[src/verilog/config_wakeup_defines.vh]
// Purpose: Constants for the post-configuration wake-up sequencer
// Assumes: Included by config_wakeup_sequencer.v, the assertion module and the bench
// Notes:   Offsets of the option registers; wake-up codes; reset values
`ifndef CONFIG_WAKEUP_DEFINES_VH
`define CONFIG_WAKEUP_DEFINES_VH

`define ADDR_RESTART_PTR   4'h0
`define ADDR_OPTIONS       4'h1
`define ADDR_WAKE_SEQ      4'h2
`define ADDR_STATUS        4'h3
`define ADDR_ACTIVE_PTR    4'h4
`define ADDR_CONTROL       4'h5

`define OPT_RATE_LSB       0
`define OPT_PULL_BIT       3
`define OPT_GATE_BIT       4
`define OPT_LOCK_LSB       5
`define OPT_ROUTE_LSB      7

`define RST_START_ADDR     32'h00000000
`define RST_RATE           3'h0
`define RST_PULL           1'b1
`define RST_GATE           1'b0
`define RST_LOCK           2'h0
`define RST_SEQ            5'h15
`define MAX_SEQ            5'h19
`define MAX_GATED_SEQ      5'h07

`define LOCK_BLOCK         2'h0
`define LOCK_UNLIMITED     2'h1
`define LOCK_ONCE          2'h2

`define PHASE_LAST         2'h3

`endif

[src/verilog/config_wakeup_sequencer.v]
// Purpose: Restart pointer, option settings and wake-up sequencing
// Assumes: One clock, strobe register port, wake clock as enable pin
// Notes:   Wake clock and done pin are sampled by three-stage filters
//
// Function
// - First flash fetch starts at address zero
// - Hold 32-bit restart pointer from options
// - Warm reconfiguration fetches at previous restart pointer
// - Latch pointer on done rising; rewrites ignored
// - Master clock rate selectable, 1 MHz default
// - Done pin pull-up option, on by default
// - Readback lock: block, unlimited, or once
// - Readback output rerouted away from scan pin
// - Wake-up needs length count and end frame
// - Schedule done, set/reset release, output enable
// - External gate waits for done pin high
// - Gated mode rejects sequence writes above 7; a sequence set before the gate is kept
// - Phase codes: four, three and three bits
// - Counter clears on first wake clock edge
// - Four phases T0 to T3, shared allowed
// - Twenty-five orderings, sequence 21 default
// - Wake clock is config clock or internal
//
// The placing of the registers and the strobed register port were left to the implementer.
`include "config_wakeup_defines.vh"
`default_nettype none

module config_wakeup_sequencer #(
    parameter LEN_W = 24
) (
    input  wire              clock,
    input  wire              rstn,
    input  wire [3:0]        addr,
    input  wire [31:0]       wrData,
    input  wire              wrStrobe,
    input  wire              rdStrobe,
    output reg  [31:0]       readback_serial_out,
    input  wire              configClockTick,
    input  wire              internalClockTick,
    input  wire              slaveMode,
    input  wire [LEN_W-1:0]  lengthCount,
    input  wire              clockCountTick,
    input  wire              endFrameWritten,
    input  wire              initStatusIn,
    input  wire              warmReconfig,
    input  wire              reconfigStart,
    input  wire              doneIn,
    output wire              doneOut,
    output wire              doneOe,
    output wire              donePullUp,
    output wire              globalSetReset,
    output wire              globalOutputEnable,
    output wire [2:0]        masterClockRateSelect,
    output wire [31:0]       flashFetchAddr,
    input  wire              readbackRequest,
    output wire              readbackGrant,
    input  wire              readbackDataIn,
    output wire              readbackSerialOut,
    output wire              readbackAltOut,
    output wire              readbackInternal
);
    reg [1:0] rstSync;
    wire      rstnInt = rstSync[1];
    always @(posedge clock or negedge rstn)
    begin
        if (!rstn)
            rstSync <= 2'h0;
        else
            rstSync <= {rstSync[0], 1'b1};
    end

    // Pin filters: a change counts when stages two and three agree
    reg [2:0] tickSync;
    reg [2:0] doneSync;
    reg [2:0] initSync;
    reg       wakeClkLvl_q;
    reg       donePin_q;
    reg       initHigh_q;
    always @(posedge clock or negedge rstnInt)
    begin
        if (!rstnInt)
        begin
            tickSync     <= 3'h0;
            doneSync     <= 3'h0;
            initSync     <= 3'h0;
            wakeClkLvl_q <= 1'b0;
            donePin_q    <= 1'b0;
            initHigh_q   <= 1'b0;
        end
        else
        begin
            tickSync <= {tickSync[1:0],
                         slaveMode ? configClockTick
                                   : internalClockTick};
            doneSync <= {doneSync[1:0], doneIn};
            initSync <= {initSync[1:0], initStatusIn};
            if (tickSync[1] == tickSync[2])
                wakeClkLvl_q <= tickSync[2];
            if (doneSync[1] == doneSync[2])
                donePin_q <= doneSync[2];
            if (initSync[1] == initSync[2])
                initHigh_q <= initSync[2];
        end
    end
    reg  wakeClkPrev_q;
    wire wakeEdge = wakeClkLvl_q & ~wakeClkPrev_q;

    // Option registers
    reg [31:0] restartPtr_q;
    reg [31:0] activePtr_q;
    reg [2:0]  rate_q;
    reg        pull_q;
    reg        gate_q;
    reg [1:0]  lock_q;
    reg [1:0]  route_q;
    reg [4:0]  seq_q;
    reg        readbackUsed_q;
    reg        seqError_q;

    wire [4:0] seqWr = wrData[4:0];
    wire seqOk = (seqWr != 5'h00) && (seqWr <= `MAX_SEQ) &&
                 (!gate_q || seqWr <= `MAX_GATED_SEQ);

    // Phase table: {done[3:0], gsr[2:0], goe[2:0]} per sequence
    reg [9:0] codes;
    always @*
    begin
        case (seq_q)
            5'h01: codes = {4'h0, 3'h1, 3'h1};
            5'h02: codes = {4'h0, 3'h2, 3'h2};
            5'h03: codes = {4'h0, 3'h3, 3'h3};
            5'h04: codes = {4'h0, 3'h2, 3'h1};
            5'h05: codes = {4'h0, 3'h3, 3'h1};
            5'h06: codes = {4'h0, 3'h3, 3'h1};
            5'h07: codes = {4'h0, 3'h2, 3'h1};
            5'h08: codes = {4'h1, 3'h2, 3'h2};
            5'h09: codes = {4'h1, 3'h3, 3'h3};
            5'h0a: codes = {4'h1, 3'h2, 3'h3};
            5'h0b: codes = {4'h1, 3'h3, 3'h2};
            5'h0c: codes = {4'h2, 3'h3, 3'h3};
            5'h0d: codes = {4'h2, 3'h1, 3'h1};
            5'h0e: codes = {4'h2, 3'h3, 3'h1};
            5'h0f: codes = {4'h2, 3'h3, 3'h1};
            5'h10: codes = {4'h2, 3'h3, 3'h3};
            5'h11: codes = {4'h2, 3'h1, 3'h3};
            5'h12: codes = {4'h2, 3'h1, 3'h1};
            5'h13: codes = {4'h3, 3'h2, 3'h2};
            5'h14: codes = {4'h3, 3'h1, 3'h1};
            5'h15: codes = {4'h3, 3'h2, 3'h1};
            5'h16: codes = {4'h3, 3'h2, 3'h1};
            5'h17: codes = {4'h3, 3'h2, 3'h2};
            5'h18: codes = {4'h3, 3'h1, 3'h2};
            5'h19: codes = {4'h3, 3'h1, 3'h1};
            default: codes = {4'h3, 3'h2, 3'h1};
        endcase
    end
    wire [3:0] doneCode = codes[9:6];
    wire [2:0] gsrCode  = codes[5:3];
    wire [2:0] goeCode  = codes[2:0];

    // Configuration-done detection
    reg [LEN_W-1:0] clkCount_q;
    reg             doneBit_q;
    always @(posedge clock or negedge rstnInt)
    begin
        if (!rstnInt)
        begin
            clkCount_q <= {LEN_W{1'b0}};
            doneBit_q  <= 1'b0;
        end
        else if (reconfigStart)
        begin
            clkCount_q <= {LEN_W{1'b0}};
            doneBit_q  <= 1'b0;
        end
        else
        begin
            if (initHigh_q && clockCountTick && clkCount_q != lengthCount)
                clkCount_q <= clkCount_q + 1'b1;
            if (clkCount_q == lengthCount && endFrameWritten)
                doneBit_q <= 1'b1;
        end
    end

    // Wake-up sequencer
    localparam ST_IDLE = 2'h0;
    localparam ST_ARM  = 2'h1;
    localparam ST_RUN  = 2'h2;
    localparam ST_HOLD = 2'h3;
    reg [1:0] state_q;
    reg [1:0] phase_q;
    reg       doneDrv_q;
    reg       gsrRel_q;
    reg       goeOn_q;
    wire      startOk = doneBit_q && (!gate_q || donePin_q);
    always @(posedge clock or negedge rstnInt)
    begin
        if (!rstnInt)
        begin
            state_q       <= ST_IDLE;
            phase_q       <= 2'h0;
            doneDrv_q     <= 1'b0;
            gsrRel_q      <= 1'b0;
            goeOn_q       <= 1'b0;
            wakeClkPrev_q <= 1'b0;
        end
        else
        begin
            wakeClkPrev_q <= wakeClkLvl_q;
            if (reconfigStart)
            begin
                state_q   <= ST_IDLE;
                phase_q   <= 2'h0;
                doneDrv_q <= 1'b0;
                gsrRel_q  <= 1'b0;
                goeOn_q   <= 1'b0;
            end
            else
            begin
                case (state_q)
                    ST_IDLE:
                    begin
                        // Gated wake: let go of done or it never rises
                        if (gate_q && doneBit_q)
                            doneDrv_q <= 1'b1;
                        if (startOk)
                            state_q <= ST_ARM;
                    end
                    ST_ARM:
                    begin
                        if (wakeEdge)
                        begin
                            phase_q <= 2'h0;
                            state_q <= ST_RUN;
                        end
                    end
                    ST_RUN:
                    begin
                        // Events fire when phase reaches their code
                        if ({2'h0, phase_q} == doneCode)
                            doneDrv_q <= 1'b1;
                        if ({1'b0, phase_q} == gsrCode)
                            gsrRel_q <= 1'b1;
                        if ({1'b0, phase_q} == goeCode)
                            goeOn_q <= 1'b1;
                        if (wakeEdge)
                        begin
                            if (phase_q == `PHASE_LAST)
                                state_q <= ST_HOLD;
                            else
                                phase_q <= phase_q + 2'h1;
                        end
                    end
                    ST_HOLD:
                    begin
                        doneDrv_q <= 1'b1;
                        gsrRel_q  <= 1'b1;
                        goeOn_q   <= 1'b1;
                    end
                    default: state_q <= ST_IDLE;
                endcase
            end
        end
    end

    reg doneDrvPrev_q;
    reg warmSeen_q;
    always @(posedge clock or negedge rstnInt)
    begin
        if (!rstnInt)
        begin
            restartPtr_q   <= `RST_START_ADDR;
            activePtr_q    <= `RST_START_ADDR;
            doneDrvPrev_q  <= 1'b0;
            warmSeen_q     <= 1'b0;
            rate_q         <= `RST_RATE;
            pull_q         <= `RST_PULL;
            gate_q         <= `RST_GATE;
            lock_q         <= `RST_LOCK;
            route_q        <= 2'h0;
            seq_q          <= `RST_SEQ;
            readbackUsed_q <= 1'b0;
            seqError_q     <= 1'b0;
        end
        else
        begin
            doneDrvPrev_q <= doneDrv_q;
            // Latched copy protects the reconfiguration in flight
            if (doneDrv_q && !doneDrvPrev_q)
            begin
                activePtr_q <= restartPtr_q;
                warmSeen_q  <= 1'b1;
            end
            if (wrStrobe)
            begin
                case (addr)
                    `ADDR_RESTART_PTR: restartPtr_q <= wrData;
                    `ADDR_OPTIONS:
                    begin
                        rate_q  <= wrData[`OPT_RATE_LSB+2:`OPT_RATE_LSB];
                        pull_q  <= wrData[`OPT_PULL_BIT];
                        gate_q  <= wrData[`OPT_GATE_BIT];
                        if (wrData[`OPT_LOCK_LSB+1:`OPT_LOCK_LSB] != 2'h3)
                            lock_q <= wrData[`OPT_LOCK_LSB+1:`OPT_LOCK_LSB];
                        route_q <= wrData[`OPT_ROUTE_LSB+1:`OPT_ROUTE_LSB];
                    end
                    `ADDR_WAKE_SEQ:
                    begin
                        if (seqOk)
                            seq_q <= seqWr;
                        seqError_q <= !seqOk;
                    end
                    default: seqError_q <= seqError_q;
                endcase
            end
            if (readbackGrant && lock_q == `LOCK_ONCE)
                readbackUsed_q <= 1'b1;
        end
    end

    // Warm restart uses the pointer latched by the prior image
    assign flashFetchAddr = (warmReconfig && warmSeen_q) ? activePtr_q
                          : `RST_START_ADDR;
    assign masterClockRateSelect = rate_q;
    assign donePullUp = pull_q;
    // Done is open drain: pulled low until released
    assign doneOut = 1'b0;
    assign doneOe  = ~doneDrv_q;
    assign globalSetReset     = ~gsrRel_q;
    assign globalOutputEnable = goeOn_q;

    assign readbackGrant = readbackRequest &&
        (lock_q == `LOCK_UNLIMITED ||
         (lock_q == `LOCK_ONCE && !readbackUsed_q));
    wire rbData = readbackGrant & readbackDataIn;
    assign readbackSerialOut = (route_q == 2'h0) & rbData;
    assign readbackAltOut    = (route_q == 2'h1) & rbData;
    assign readbackInternal  = (route_q == 2'h2) & rbData;

    always @(posedge clock or negedge rstnInt)
    begin
        if (!rstnInt)
            readback_serial_out <= 32'h00000000;
        else if (rdStrobe)
        begin
            case (addr)
                `ADDR_RESTART_PTR: readback_serial_out <= restartPtr_q;
                `ADDR_OPTIONS:
                    readback_serial_out <= {23'h000000, route_q, lock_q, gate_q,
                               pull_q, rate_q};
                `ADDR_WAKE_SEQ: readback_serial_out <= {27'h0000000, seq_q};
                `ADDR_STATUS:
                    readback_serial_out <= {22'h000000, seqError_q, readbackUsed_q,
                               state_q, phase_q, goeOn_q, gsrRel_q,
                               doneDrv_q, doneBit_q};
                `ADDR_ACTIVE_PTR: readback_serial_out <= activePtr_q;
                default: readback_serial_out <= 32'h00000000;
            endcase
        end
        else
            readback_serial_out <= 32'h00000000;
    end
endmodule

`default_nettype wire

[config.mk]
export PLATFORM = sky130hd
export DESIGN_NAME = config_wakeup_sequencer
export DESIGN_NICKNAME = d
export VERILOG_FILES = /design/src/verilog/config_wakeup_sequencer.v
export VERILOG_INCLUDE_DIRS = /design/src /design/src/verilog
export SDC_FILE = /design/constraint.sdc
export NUM_CORES = 1
export LEC_CHECK = 0
export BUFFER_PORTS_ARGS = -buffer_cell sky130_fd_sc_hd__buf_2
export CAP_MARGIN = 20
export CORE_UTILIZATION = 35
export CTS_BUF_LIST = sky130_fd_sc_hd__clkbuf_8
export CTS_CLUSTER_SIZE = 20
export DETAILED_ROUTE_END_ITERATION = 7
export HOLD_SLACK_MARGIN = 0.15
export PLACE_DENSITY_LB_ADDON = 0.05
export SYNTH_ARGS = -nofsm -noshare
export SYNTH_HDL_FRONTEND = slang
export SYNTH_SLANG_ARGS = --single-unit
[constraint.sdc]
create_clock -name clock -period 11.68 [get_ports clock]
set_input_delay 1.752 -clock clock [delete_from_list [all_inputs] [get_ports clock]]
set_output_delay 1.752 -clock clock [all_outputs]
set_load 0.05 [all_outputs]
==> results.toml, run 1 <==
[synth]
synth_edf_count = 0
synthArstFlopShare_pct = 100
synth-compound-area-share_pct = 10.3
synth-simple-area-share_pct = 13.4
synth_seq_cells = 161
synth_top_family_by_area = "simple AND/OR/NAND/NOR gates"
synth_area_um2 = 7550
ys_top_cells_by_area = "dfrtp_1, mux2_2, nor2_1"
synth_nets = 747
syn-mean-instance-area_um2 = 11.4
yosys_warnings = 0
syn-instance-count = 661
ys_types = 61
synth_xor_area_share_pct = 4.97
netlist.area_leader.share_pct = 52.0
synth_ff_type = "dfrtp_1"
yosysTopAreaCell = "dfrtp_1"
synth-seq-area-share_pct = 53.4
synthMuxAreaShare_pct = 12.6
synth_fa_ha_area_share_pct = 2.22

[clock_tree]
clock_latency_ps = 460
ctsResizeCount = 0
cts.sinks = 161
cts-hold-fix-buffers = 0
cts_max_level = 4
clk_path_buf_depth = 2
numCtsBuffers = 17
clockRootBuffer = "clkbuf_8"
cts_setup_buffers = 0
clk_pin_slew_ps = 100
cts_tree = "yes"

[timing]
finalHoldViolations = 0
fin_setup_tns_ps = 0
skew_ps = 14.2
max_slew_margin_pct = 52.8
max_freq_mhz = 225
setup_viol = 0
fin_crit_sh_pct = 38.1
rsz0062_at_grt = "no"
tightest_slew_ps = 707
drv_slew = 0
min_period_ps = 4450

[worst_setup_path]
r2r-start = "clkCount_q[14]"
cp-startpoint = "warmReconfig"
end_kind = "output pin"
cp_slowest_stage_delay_ps = 420
reg2reg_to = "clkCount_q[1]"
critPathArrivalTime_ps = 2700
critPathRequiredTime_ps = 9930
path_max_fanout = 32
start_kind = "primary input"
regToRegSetupSlack_ps = 9250
path_cells = "buf_2, and3_1, buf_2"
cp_slowest_cell = "buf_2"
reg2reg_depth = 6
path_class = "in -> out"
crit_top_cell = "buf_2"

[floorplan]
rows = 53
num_io_pins = 151
die_x_um = 149
fp.dieH_um = 149
dieArea_um2 = 22200
initial_core_util_pct = 35.8
core_area_um2 = 21100

[grt]
grt_overflow = 0
grt_pass1_vias = 5778
grt_use_total_pct = 18.6
antenna_found_initial = 0
grt_pass1_wl_mm = 31.5
grt_max_degree = 83

[hold_path]
min_path_type = "reg -> async"

[drt]
drt_iter0_markers = 300
wl_met1_mm = 8.87
maxUsedRoutingLayer = "met4"
antenna_left = 0
drt_first_pass_iters = 5
wire_per_inst_um = 17.8
route.met3.wl_um = 992
wirelength_mm = 19.4
drc = 0
vias = 5553
wl_met2_mm = 9.30
vias_per_cell = 5.10

[power_and_ir_drop]
power_density_nw_per_um2 = 184
leakagePower_nw = 4.25
p_total_w = 0.00166
ir_worst_vdd_uv = 89.9

[placement]
portBuffers = 149
dp_hpwl_mm = 12.9
gp_congestion = 0.740

[final_layout]
finalNetCount = 886
diodes = 0
seqCellArea_um2 = 4040
drive_gt1_share_pct = 35.5
multiInputGateArea_um2 = 3320
nFillCells = 2044
fin_util_pct = 42.8
area_growth_pct = 19.5

[flow_run]
maxCapViolCount = 0

[status]
outcome = "finished clean"
-- area by class of cell --
cell class	instances	share of cell area [%]
Sequential cell	161	44.7
Tap cell	275	3.81
Inverter	14	0.582
Timing Repair Buffer	160	9.84
Clock buffer	17	2.59
Clock inverter	15	1.69
Multi-Input combinational cell	446	36.8
-- worst max-delay path: cells and delay by family --
family	cells	cell delay, ps
AND/OR/NAND/NOR	1	250
buffers and inverters	2	680
-- flip-flops by register name, indices dropped and copies added, names as in the netlist, 2 cells and up --
register and flops:
initSync 3, restartPtr_q 32, tickSync 3, route_q 2, activePtr_q 32, clkCount_q 24
rstSync 2, lock_q 2, doneSync 3, readback_serial_out 32, masterClockRateSelect 3, phase_q 2
seq_q 5, state_q 2
-- cell families after synthesis --
kind of cell | after synthesis
AND/OR/NAND/NOR | 195
flip-flops | 161
AO/OA/AOI/OAI | 108
multiplexers | 85
buffers and inverters | 54
XOR/XNOR | 42
adder cells (fa/ha/maj) | 14
other | 2
-- worst max-delay path by stage --
| stage | endpoint | slack, ps | cells after the start |
|---|---|---|---|
| after floorplan | readbackAltOut | 6400 | 3 |
| after global placement | flashFetchAddr[5] | 7310 | 3 |
| after detailed placement | flashFetchAddr[4] | 7220 | 3 |
| after CTS | flashFetchAddr[4] | 7220 | 3 |
| after global routing | flashFetchAddr[4] | 7130 | 3 |
| final | flashFetchAddr[4] | 7230 | 3 |
-- placed cells by master (no fill, tap or decap), types with 5 or more instances in the layout --
master / count
and4_1: 6
ha_1: 11
o21ai_0: 12
a222oi_1: 10
inv_1: 14
nor2_1: 74
inv_6: 5
a21oi_1: 22
nor4_1: 6
mux2_2: 77
dfrtp_1: 156
nand2_1: 27
nand3_1: 10
nor2b_1: 5
buf_4: 8
xor2_1: 28
and3_1: 36
clkbuf_8: 17
a22oi_1: 30
buf_2: 149
xnor2_1: 13
clkinvlp_4: 5
-- where the power goes --
group / internal, W / switching [W] / total, W
sequential: 0.000667 / 0.000100 / 0.000767
clock: 0.000174 / 0.000235 / 0.000409
combinational: 0.000198 / 0.000287 / 0.000485
-- layer usage --
| layer | vias up | GRT usage [%] |
|---|---|---|
| li1 | 2649 | - |
| met5 | - | 0 |
| met3 | 16 | 5.23 |
| met1 | 2772 | 24.5 |
| met4 | 0 | 5.10 |
| met2 | 116 | 29.7 |
-- cells in the mapped netlist (5+ instances only) --
cell type,n
a222oi_1,10
a21oi_1,22
nand3_1,10
nor4_1,6
nand2_1,27
a22oi_1,30
nor2b_1,5
dfrtp_1,157
clkbuf_1,33
xor2_1,28
ha_1,11
inv_1,14
and3_1,36
xnor2_1,13
nor2_1,75
mux2_2,77
o21ai_0,12
and4_1,6
-- through the flow --
step	setup slack [ps]	hold slack [ps]	instances	instance area (µm²)
floorplan	6400	331	661	7550
global placement	7310	333	1052	8550
detailed placement	7220	336	1053	8560
CTS	7220	356	1085	8940
global route	7130	262	1088	9030
finish	7230	231	1088	9030
Power figures use the tool's default switching activity.
==> run 2, diff against run 1 <==
--- a/config.mk
+++ b/config.mk
@@ -6,6 +6,7 @@
 export SDC_FILE = /design/constraint.sdc
 export NUM_CORES = 1
 export LEC_CHECK = 0
+export ABC_AREA = 1
 export BUFFER_PORTS_ARGS = -buffer_cell sky130_fd_sc_hd__buf_2
 export CAP_MARGIN = 20
 export CORE_UTILIZATION = 35
==> constraint.sdc (replaced) <==
create_clock -name clock -period 4.1 [get_ports clock]
set_input_delay 0.615 -clock clock [delete_from_list [all_inputs] [get_ports clock]]
set_output_delay 0.615 -clock clock [all_outputs]
set_load 0.05 [all_outputs]
==> run 2 against run 1 <==
Compared with the run above:
- core utilization decreased by 0.17 points
- total power grew to 3.0 times the previous value
- setup slack got worse by 5800 ps
- highest routed layer unchanged
- wire length rose by 12%
- count of clock-buffer cells in the layout increased by 1
==> results.toml, run 2 <==
[synth]
synth_common_cells = "nand2_1, dfrtp_1, nor2_1, inv_1, nand3_1"
yosysMostFrequentCell = "nand2_1"
netlist.area_leader.share_pct = 49.0
ys_types = 38
synth-seq-area-share_pct = 50.4
synthArstFlopShare_pct = 100
synth_area_um2 = 8010
synth_seq_cells = 161
synth_xor_area_share_pct = 4.92
yosysTopAreaCell = "dfrtp_1"
syn-mean-instance-area_um2 = 8.04
syn-instance-count = 996
synth_ff_type = "dfrtp_1"
synth-simple-area-share_pct = 23.0
synthMuxAreaShare_pct = 0.141
synth-compound-area-share_pct = 10.0
synth_top_family_by_area = "simple AND/OR/NAND/NOR gates"
yosys_warnings = 0
synth_nets = 1082
ys_top_cells_by_area = "dfrtp_1, nand2_1, nor2_1"
synth_fa_ha_area_share_pct = 2.09
synth_edf_count = 0

[placement]
portBuffers = 149
gp_congestion = 0.862
dp_hpwl_mm = 15.4

[hold_path]
hold_end = "doneSync[0]"
min_path_type = "in -> reg"
hold_depth = 1
worstHoldStart = "doneIn"

[timing]
tightest_slew_ps = 876
setup_viol = 0
drv_slew = 0
hold_ws_ps = 264
rsz0062_at_grt = "no"
fin_crit_sh_pct = 64.3
max_freq_mhz = 380
fin_setup_tns_ps = 0
skew_ps = 17.6
max_slew_margin_pct = 41.4
finalHoldViolations = 0
min_period_ps = 2630

[final_layout]
drive_gt1_share_pct = 17.8
reg_top3 = "activePtr_q (32), readback_serial_out (32), restartPtr_q (32)"
finalNetCount = 1219
layout.cells.most_common = "nand2_1"
area_growth_pct = 17.9
final_cell_mix = "nand2_1, dfrtp_1, nor2_1, buf_2, inv_1"

[power_and_ir_drop]
switching_share_pct = 40.5
leakagePower_nw = 5.03
sequentialPowerShare_pct = 41.6
ir_worst_vdd_uv = 206
power_density_nw_per_um2 = 534
pwr-share-comb_pct = 33.2
internal_power_w = 0.00300
p_clk_share_pct = 25.3
switchingPower_w = 0.00204

[clock_tree]
cts_tree = "yes"
clock_latency_ps = 460
clk_path_buf_depth = 2
cts.sinks = 161
numCtsBuffers = 17
cts_max_level = 4
clockRootBuffer = "clkbuf_8"
clk_pin_slew_ps = 90

[drt]
wire_per_inst_um = 15.2
drc = 0
drt_first_pass_iters = 4
drt_iter0_markers = 367
wirelength_mm = 21.7
antenna_left = 0
vias = 6746
vias_per_cell = 4.73

[grt]
globalRouteMet3Util_pct = 3.46
grt_use_total_pct = 19.3
grt_max_degree = 118
grtUsageMet1_pct = 27.1
met2_usage_pct = 31.0
grt_pass1_wl_mm = 35.4
grt_overflow = 0
antenna_found_initial = 1
grt_pass1_vias = 6655
grt.busiest_layer = "met2"

[worst_setup_path]
reg2reg_to = "clkCount_q[19]"
start_kind = "flip-flop"
critPathRequiredTime_ps = 3480
critPathArrivalTime_ps = 2020
path_max_fanout = 19
path_class = "reg -> out"
r2r-start = "clkCount_q[10]"
regToRegSetupSlack_ps = 2050
end_kind = "output pin"
reg2reg_depth = 8

[floorplan]
core_area_um2 = 22200
dieArea_um2 = 23500
rows = 54
die_x_um = 153
initial_core_util_pct = 36.2
num_io_pins = 151
fp.dieH_um = 153

[status]
outcome = "finished clean"

[flow_run]
maxCapViolCount = 0
-- run 2: kinds of logic after synthesis --
family | Yosys count
AOI/OAI and AO/OA | 143
xor gates and xnor gates | 45
DFF | 161
adders and majority gates | 14
other | 2
buffers and inverters | 190
muxes | 1
and+or+nand+nor | 440
-- run 2: per-stage QoR --
stage	total power, W	cells	util [%]	setup slack (ps)	cell area (µm²)
finish	0.00504	1426	42.6	1470	9450
global route	0.00540	1426	42.6	1250	9450
detailed placement	0.00382	1393	40.7	1420	9010
floorplan	0.00335	996	-	318	8010
global placement	0.00379	1392	40.6	1440	8990
CTS	0.00511	1425	42.6	1330	9450
-- run 2: critical path, cell delays in order (launching register included) --
cell and delay [ps]:
dfrtp_1 350, nand2_1 450, buf_4 400, nor2_1 100, buf_2 270
-- run 2: cell type report --
class | count | area, µm²
Clock inverter | 13 | 175
Antenna cell | 1 | 2.50
Fill cell | 2305 | 12700
Timing Repair Buffer | 159 | 848
Multi-Input combinational cell | 645 | 3230
Tap cell | 280 | 350
Sequential cell | 161 | 4040
Inverter | 149 | 559
Clock buffer | 18 | 248
-- run 2: worst max path at each step --
stage	start	to	slack (ps)
finish	warmSeen_q	flashFetchAddr[10]	1470
global route	warmSeen_q	flashFetchAddr[30]	1250
CTS	warmSeen_q	flashFetchAddr[10]	1330
detailed placement	addr[3]	restartPtr_q[14]	1420
global placement	addr[3]	restartPtr_q[14]	1440
floorplan	readbackRequest	readbackAltOut	320
-- run 2: power groups by stage --
stage | logic [W] | clock network (W) | registers [W]
after global placement | 0.00167 | 0 | 0.00212
final | 0.00167 | 0.00127 | 0.00210
after CTS | 0.00170 | 0.00131 | 0.00210
after global routing | 0.00188 | 0.00138 | 0.00214
after detailed placement | 0.00170 | 0 | 0.00213
after floorplan | 0.00117 | 0 | 0.00218
-- run 2: routing by layer --
| metal | share of wire, % | vias to the layer above |
|---|---|---|
| li1 | - | 3439 |
| met1 | 50 | 3159 |
| met3 | 3.1 | 12 |
| met2 | 46 | 136 |
| met5 | 0 | - |
| met4 | 0.95 | 0 |
-- run 2: timing repair --
item	4_1_cts	5_1_grt
gates resized for setup	0	0
hold endpoints to repair	2	0
buffers inserted	0	0
hold buffers	1	0
